**src/scg_pkg.sv**
```systemverilog
// shared constants and types for the stream channel get/put unit
package scg_pkg;
  localparam int          NUM_CH       = 8;   // input and output channel count
  localparam int          CH_W         = 3;   // channel index width
  localparam int          DATA_W       = 32;  // stream word width
  localparam int          TGT_W        = 5;   // target register index width
  localparam int          FIFO_DEPTH   = 32;  // write-back buffer depth
  localparam int          CARRY_BIT    = 29;  // carry position in status word
  localparam int          ERROR_BIT    = 27;  // stream error position in status word
  localparam int          CARRY_CPY    = 0;   // carry copy position in status word
  localparam int          OP_CYCLES    = 2;   // cycles from accept to completion
  localparam logic [31:0] STATUS_RESET = 32'h0000_0000;
  localparam logic        CARRY_RESET  = 1'b0;
  localparam logic        ERROR_RESET  = 1'b0;

  // operation sequencer, one-hot
  typedef enum logic [1:0] {
    ST_IDLE = 2'b01,
    ST_DONE = 2'b10
  } scg_state_t;
endpackage

```
**src/scg_unit.sv**
```systemverilog
// processor-side get/put unit for eight input and eight output stream channels
`timescale 1ns/100ps
`default_nettype none
// Contract
// - eight independent input and eight independent output channels, each point to point.
// - each channel carries words one way between two endpoints, never shared.
// - every channel data path is 32 bits wide.
// - each word travels with one tag bit marking control or data.
// - blocking data read stalls while channel empty, then completes in two cycles.
// - blocking data read of a control-tagged word sets error bit 27.
// - non-blocking data read stalls only while the write-back buffer is full, two cycles, carry bit 29 shows success.
// - status bit 0 always mirrors the carry flag.
// - non-blocking data read of a control-tagged word sets error bit 27.
// - blocking control read stalls while channel empty, then completes in two cycles.
// - blocking control read of a data-tagged word sets error bit 27.
// - non-blocking control read: stalls only on a full write-back buffer, two cycles, carry result, data tag errors.
// - blocking data write stalls while full, completes in two cycles, tag low.
// - non-blocking data write: no stall, two cycles, tag low, carry shows acceptance.
// - blocking control write stalls while full, completes in two cycles, tag high.
// - non-blocking control write: no stall, two cycles, tag high, carry shows acceptance.
module scg_unit (
  input  wire logic                                   clk,
  input  wire logic                                   nrst,
  // instruction request from the pipeline
  input  wire logic                                   opValid,
  input  wire logic                                   opPut,
  input  wire logic                                   opNonBlock,
  input  wire logic                                   opControl,
  input  wire logic [scg_pkg::CH_W-1:0]               opChannel,
  input  wire logic [scg_pkg::TGT_W-1:0]              opTarget,
  input  wire logic [scg_pkg::DATA_W-1:0]             opWord,
  output logic                                        opReady,
  output logic                                        opDone,
  // input channels
  input  wire logic [scg_pkg::NUM_CH-1:0]             chInValid,
  input  wire logic [scg_pkg::NUM_CH-1:0][scg_pkg::DATA_W-1:0] chInData,
  input  wire logic [scg_pkg::NUM_CH-1:0]             chInCtrl,
  output logic      [scg_pkg::NUM_CH-1:0]             chInRead,
  // output channels
  input  wire logic [scg_pkg::NUM_CH-1:0]             chOutFull,
  output logic      [scg_pkg::NUM_CH-1:0][scg_pkg::DATA_W-1:0] chOutData,
  output logic      [scg_pkg::NUM_CH-1:0]             chOutCtrl,
  output logic      [scg_pkg::NUM_CH-1:0]             chOutWrite,
  // status flags
  input  wire logic                                   errClear,
  output logic                                        carryFlag,
  output logic                                        errorFlag,
  output logic      [31:0]                            statusWord,
  // register write-back of read results
  output logic                                        wbValid,
  input  wire logic                                   wbReady,
  output logic      [scg_pkg::TGT_W-1:0]              wbTarget,
  output logic      [scg_pkg::DATA_W-1:0]             wbWord
);
  localparam int WB_W = scg_pkg::TGT_W + scg_pkg::DATA_W;
  logic [scg_pkg::NUM_CH-1:0] chOneHot; // decoded channel, shared by read and write strobes

  // channel index to one-hot strobe, used for reads and writes
  function automatic logic [scg_pkg::NUM_CH-1:0] chSel(input logic [scg_pkg::CH_W-1:0] idx);
    logic [scg_pkg::NUM_CH-1:0] v;
    v      = '0;
    v[idx] = 1'b1;
    return v;
  endfunction

  scg_pkg::scg_state_t state_q;
  scg_pkg::scg_state_t state_d;
  logic                idle;
  logic                inAvail;
  logic                inIsCtrl;
  logic                outFull;
  logic                getGo;
  logic                putGo;
  logic                tookWord;
  logic                putOk;
  logic                tagMismatch;
  logic                wbInReady;
  logic [WB_W-1:0]     wbInData;
  logic [WB_W-1:0]     wbOutData;
  logic                carry_q;
  logic                error_q;

  // selected channel view; each channel keeps its own wires, no arbitration
  assign idle        = (state_q == scg_pkg::ST_IDLE);
  assign inAvail     = chInValid[opChannel];
  assign inIsCtrl    = chInCtrl[opChannel];
  assign outFull     = chOutFull[opChannel];
  assign tagMismatch = inIsCtrl != opControl;

  // reads go when a word is there or when non-blocking; the result buffer can still
  // hold the pipeline back, so a full write-back path also stalls non-blocking reads
  assign getGo    = opValid && !opPut && idle && wbInReady && (inAvail || opNonBlock);
  assign putGo    = opValid && opPut && idle && (!outFull || opNonBlock);
  assign tookWord = getGo && inAvail;
  assign putOk    = putGo && !outFull;
  assign opReady  = getGo || putGo;
  assign chOneHot = chSel(opChannel);
  assign chInRead = tookWord ? chOneHot : '0;

  // accept in cycle 0, complete in cycle 1: two cycles per operation
  always_comb begin
    state_d = state_q;
    unique case (state_q)
      scg_pkg::ST_IDLE: begin
        if (opReady) begin
          state_d = scg_pkg::ST_DONE;
        end
      end
      scg_pkg::ST_DONE: begin
        state_d = scg_pkg::ST_IDLE;
      end
      default: begin
        state_d = scg_pkg::ST_IDLE;
      end
    endcase
  end

  // sequencer state
  always_ff @(posedge clk or negedge nrst) begin
    if (!nrst) begin
      state_q <= scg_pkg::ST_IDLE;
    end else begin
      state_q <= state_d;
    end
  end

  assign opDone = (state_q == scg_pkg::ST_DONE);

  // carry follows only non-blocking operations; blocking ones leave it alone
  always_ff @(posedge clk or negedge nrst) begin
    if (!nrst) begin
      carry_q <= scg_pkg::CARRY_RESET;
    end else if (opReady && opNonBlock) begin
      carry_q <= opPut ? putOk : tookWord;
    end
  end

  // sticky error; a mismatch in the clearing cycle wins over the clear
  always_ff @(posedge clk or negedge nrst) begin
    if (!nrst) begin
      error_q <= scg_pkg::ERROR_RESET;
    end else if (tookWord && tagMismatch) begin
      error_q <= 1'b1;
    end else if (errClear) begin
      error_q <= 1'b0;
    end
  end

  // status word image; bit 0 is wired to the same flop as the carry bit
  always_comb begin
    statusWord                     = scg_pkg::STATUS_RESET;
    statusWord[scg_pkg::CARRY_BIT] = carry_q;
    statusWord[scg_pkg::ERROR_BIT] = error_q;
    statusWord[scg_pkg::CARRY_CPY] = carry_q;
  end
  assign carryFlag = carry_q;
  assign errorFlag = error_q;

  // output channel registers, one set per channel so the links never share state
  genvar g;
  generate
    for (g = 0; g < scg_pkg::NUM_CH; g++) begin : gOut
      always_ff @(posedge clk or negedge nrst) begin
        if (!nrst) begin
          chOutData[g]  <= '0;
          chOutCtrl[g]  <= 1'b0;
          chOutWrite[g] <= 1'b0;
        end else begin
          chOutWrite[g] <= putOk && chOneHot[g];
          if (putOk && chOneHot[g]) begin
            chOutData[g] <= opWord;
            chOutCtrl[g] <= opControl;
          end
        end
      end
    end
  endgenerate

  // failed reads still write back zero so the pipeline sees a defined register value
  assign wbInData = {opTarget, tookWord ? chInData[opChannel] : {scg_pkg::DATA_W{1'b0}}};

  scg_fifo #(
    .WIDTH (WB_W),
    .DEPTH (scg_pkg::FIFO_DEPTH)
  ) uWbFifo (
    .clk      (clk),
    .nrst     (nrst),
    .inValid  (getGo),
    .inReady  (wbInReady),
    .inData   (wbInData),
    .outValid (wbValid),
    .outReady (wbReady),
    .outData  (wbOutData)
  );

  assign wbTarget = wbOutData[WB_W-1:scg_pkg::DATA_W];
  assign wbWord   = wbOutData[scg_pkg::DATA_W-1:0];
endmodule
`default_nettype wire

```
**src/scg_fifo.sv**
```systemverilog
// parameterised first-in first-out buffer with valid/ready on both sides
`timescale 1ns/100ps
`default_nettype none
module scg_fifo #(
  parameter int WIDTH = 37,
  parameter int DEPTH = 32
) (
  input  wire logic             clk,
  input  wire logic             nrst,
  input  wire logic             inValid,
  output logic                  inReady,
  input  wire logic [WIDTH-1:0] inData,
  output logic                  outValid,
  input  wire logic             outReady,
  output logic      [WIDTH-1:0] outData
);
  localparam int AW = $clog2(DEPTH);

  logic [WIDTH-1:0] mem [DEPTH];
  logic [AW:0]      wrPtr_q;
  logic [AW:0]      rdPtr_q;
  logic             empty;
  logic             full;

  // extra pointer bit tells full from empty when the indices meet
  assign empty    = (wrPtr_q == rdPtr_q);
  assign full     = (wrPtr_q[AW] != rdPtr_q[AW]) && (wrPtr_q[AW-1:0] == rdPtr_q[AW-1:0]);
  assign inReady  = !full;
  assign outValid = !empty;
  assign outData  = mem[rdPtr_q[AW-1:0]];

  // storage has no reset; contents only matter behind the pointers
  always_ff @(posedge clk) begin
    if (inValid && !full) begin
      mem[wrPtr_q[AW-1:0]] <= inData;
    end
  end

  // write pointer
  always_ff @(posedge clk or negedge nrst) begin
    if (!nrst) begin
      wrPtr_q <= '0;
    end else if (inValid && !full) begin
      wrPtr_q <= wrPtr_q + 1'b1;
    end
  end

  // read pointer
  always_ff @(posedge clk or negedge nrst) begin
    if (!nrst) begin
      rdPtr_q <= '0;
    end else if (outReady && !empty) begin
      rdPtr_q <= rdPtr_q + 1'b1;
    end
  end
endmodule
`default_nettype wire

```
**config.mk**
```make
export PLATFORM = sky130hd
export DESIGN_NAME = scg_unit
export DESIGN_NICKNAME = d
export VERILOG_FILES = /design/src/scg_pkg.sv /design/src/scg_unit.sv /design/src/scg_fifo.sv
export SDC_FILE = /design/constraint.sdc
export NUM_CORES = 2
export LEC_CHECK = 0
export ABC_AREA = 0
export BUFFER_PORTS_ARGS = -buffer_cell sky130_fd_sc_hd__buf_2
export CAP_MARGIN = 20
export CORE_AREA = 2 2 442 334
export CTS_BUF_LIST = sky130_fd_sc_hd__clkbuf_8
export CTS_CLUSTER_DIAMETER = 200
export DETAILED_ROUTE_END_ITERATION = 8
export DIE_AREA = 0 0 444 336
export PLACE_DENSITY = 0.62
export SETUP_SLACK_MARGIN = 0.05
export SKIP_CTS_REPAIR_TIMING = 1
export SYNTH_ARGS = -nofsm -noshare
export SYNTH_HDL_FRONTEND = slang
export SYNTH_SLANG_ARGS = --single-unit
export TNS_END_PERCENT = 50
```
**constraint.sdc**
```tcl
create_clock -name clk -period 11.1 [get_ports clk]
set_input_delay 0 -clock clk [delete_from_list [all_inputs] [get_ports clk]]
set_output_delay 0 -clock clk [all_outputs]
set_load 0.01 [all_outputs]
```
==> run metrics <==
final total power 15200 uW; root buffer cell sky130_fd_sc_hd__clkbuf_8; Gate Count Post-Synth 2656; type of the tightest min-delay check input port to register; height of the chip 336 um; fin crit share 54.3%; power per cell area 218 mW/mm^2; sequential-to-total area share from yosys stat 74.2%; Avg Vias per Cell 5.50; global-route wire length before repair 232000 um; setup repair after global routing missed its margin no; layout overhead on the synthesized area 21.1%; worst setup skew after layout 45.8 ps; CTS tree done; critical setup path kind register to primary output; maximum fanout count along the critical path 139; leading cell types in the layout, fill and taps excluded 1184 x sky130_fd_sc_hd__edfxtp_1, 652 x sky130_fd_sc_hd__buf_2, 372 x sky130_fd_sc_hd__mux4_2, 305 x sky130_fd_sc_hd__mux2_2, 282 x sky130_fd_sc_hd__dfrtp_1; Max Slew Vio Count 0; sum of overflow across all layers after global routing 0; Reg clk slew, reported paths 60 ps; post-layout min period 6030 ps; most common cell after layout, fill and taps aside sky130_fd_sc_hd__edfxtp_1; Cell Area, Placed 0.0637 mm^2; mean area per synthesized cell 21.7 um^2; worst IR drop on VDD 0.182 mV; worst path buffer plus inverter count 4; remaining antenna violation count 0; pin count of the biggest net entering global routing 140; count of state elements after synthesis 1472; TritonCTS Sinks 1472; wire length reported by the detailed router 169000 um; estimated wirelength of the detail-placed design 106000 um; transition time of the tightest slew-check pin 1090 ps; setup TNS 0 ps; total number of yosys warnings 0; ratio of cells with drive above 1 in the final layout 47.4%; Max-cap violations 0; core box area 0.145 mm^2; detailed-route DRC error count 0; final standard cell area without fillers 0.0698 mm^2; cell-by-cell trace of the critical path buf_12, buf_4, buf_4, mux4_2, mux4_2, mux2_2, buf_2; via count of the first global-routing pass 31100; via count 31500; data required time at the worst endpoint 11100 ps; slowest CP cell sky130_fd_sc_hd__dfrtp_4; Setup crit end kind primary output; average wire length per cell after detail routing 29.5 um; Core Util, Final 48.3%; static leakage power 0.0258 uW; Data arrival, critical path 6030 ps; Setup violations, final 0; area of the mapped netlist 0.0576 mm^2; Largest stage delay, worst path 910 ps; first-pass iteration count of the detailed router 5; initial standard-cell utilization of the core 39.9%; family of cells with the greatest summed delay on the critical path buffers and inverters; final setup margin 5070 ps; num ports 682; insertion delay to the later sink of the worst-skew pair 920 ps; final-report hold violation count 0; count of buffers inserted at the top-level ports 652; Max-slew headroom 27.3%; global-route usage over all layers 22.0%; result of the run finished clean; pre-CTS WS 6060 ps; Final Net Count 3970; final RePlAce weighted congestion 0.882; Yosys cell types 44; H-tree level count 4; Iter 0 DRT Violations 3238; die footprint 0.149 mm^2; Bufs on Longest Clock Path 3; die width 444 um; maximum clock frequency 0.166 GHz; critical path startpoint category register; row count 121; number of antenna violations at the first check in global routing 23; total CTS buffers 218
synthesized netlist by cell type (all sizes together):
library cell,instances,area share (%)
or4,1,0.013
or3,5,0.054
xnor2,13,0.20
o22ai,64,0.69
nand3b,5,0.065
o21ai,2,0.024
o2bb2ai,1,0.015
nor2b,3,0.033
nor3,3,0.026
a221oi,1,0.015
mux4,372,15
buf,126,1.3
and2,1,0.011
dfrtp,287,12
mux2i,7,0.12
nand2,15,0.098
edfxtp,1184,62
and3,1,0.011
nor4,33,0.36
a22o,2,0.030
conb,1,0.0065
ha,5,0.11
dfstp,1,0.046
and3b,1,0.015
nor2,55,0.39
clkbuf,59,0.38
o21a,3,0.039
xor2,4,0.061
a21oi,5,0.043
a32oi,1,0.015
o221ai,32,0.49
o32ai,1,0.015
nand3,10,0.087
mux2,305,6.0
nand4,2,0.022
o211a,1,0.017
a31oi,2,0.022
o22a,31,0.47
inv,11,0.072
registers in the layout, indices dropped and copies added (netlist names):
name             flops
uWbFifo.rdPtr_q      6
state_q              2
uWbFifo.mem       1184
carryFlag            1
chOutData          256
chOutWrite           8
uWbFifo.wrPtr_q      6
chOutCtrl            8
errorFlag            1
power breakdown:
group          leakage (uW)  internal [uW]  switching, uW
Clock               0.00241           2250           2150
Sequential           0.0147           6250            358
Combinational       0.00870           2100           2140
Total                0.0258          10600           4650
area by class of cell:
cell class / count / area (um^2)
Antenna cell: 8 / 20.0
Clock buffer: 234 / 3220
Clock inverter: 163 / 1110
Fill cell: 11900 / 74800
Inverter: 11 / 41.3
Multi-Input combinational cell: 1016 / 14500
Sequential cell: 1472 / 42800
Tap cell: 1906 / 2380
Timing Repair Buffer: 918 / 5750
stage by stage:
| step | hold WS, ps | instances |
|---|---|---|
| 3_3_place_gp | 194 | 5151 |
| 4_1_cts | -868 | 5549 |
| 3_5_place_dp | 199 | 5152 |
| 6_report | 41.7 | 5728 |
| 5_1_grt | -6.59 | 5725 |
| 2_1_floorplan | -296 | 2684 |
worst register-to-register path, cell delays in order, from the launching register on:
cell and delay, ps:
sky130_fd_sc_hd__dfrtp_4 1120, sky130_fd_sc_hd__xnor2_1 200, sky130_fd_sc_hd__nand3_1 170, sky130_fd_sc_hd__o211a_1 380
sky130_fd_sc_hd__o21ai_4 340, sky130_fd_sc_hd__buf_4 650, sky130_fd_sc_hd__nor4_2 190, sky130_fd_sc_hd__dlygate4sd3_1 610
sky130_fd_sc_hd__buf_4 250
worst paths after layout:
kind	start	to	slack (ps)	cells after the start
setup / recovery	uWbFifo.rdPtr_q[1]$_DFFE_PN0P_	wbWord[8]	5070	7
hold / removal	opWord[7]	chOutData[167]$_DFFE_PN0P_	40	3
setup reg to reg	uWbFifo.rdPtr_q[0]$_DFFE_PN0P_	uWbFifo.mem[5][10]$_DFFE_PP_	6830	8
hold reg to reg	uWbFifo.wrPtr_q[5]$_DFFE_PN0P_	uWbFifo.wrPtr_q[5]$_DFFE_PN0P_	490	1
max in group asynchronous	nrst	chOutData[4]$_DFFE_PN0P_	8660	6
min in group asynchronous	nrst	state_q[0]$_DFFE_PN1P_	260	3
layer usage:
metal	share of wire [%]	wire (um)	global-route usage, %
met1	42	71700	31.1
met4	3.3	5640	7.52
met3	7.3	12400	4.96
met5	0.095	160	0.540
met2	47	79000	33.6
kinds of logic after synthesis:
logic type | share of synthesized area (%)
xor gates and xnor gates | 0.258
DFF | 74.2
AOI/OAI and AO/OA | 1.89
and+or+nand+nor | 1.19
other | 0.00651
buffers and inverters | 1.72
adders and majority gates | 0.109
muxes | 20.6
Note: power is estimated with default switching activity, not from simulation.
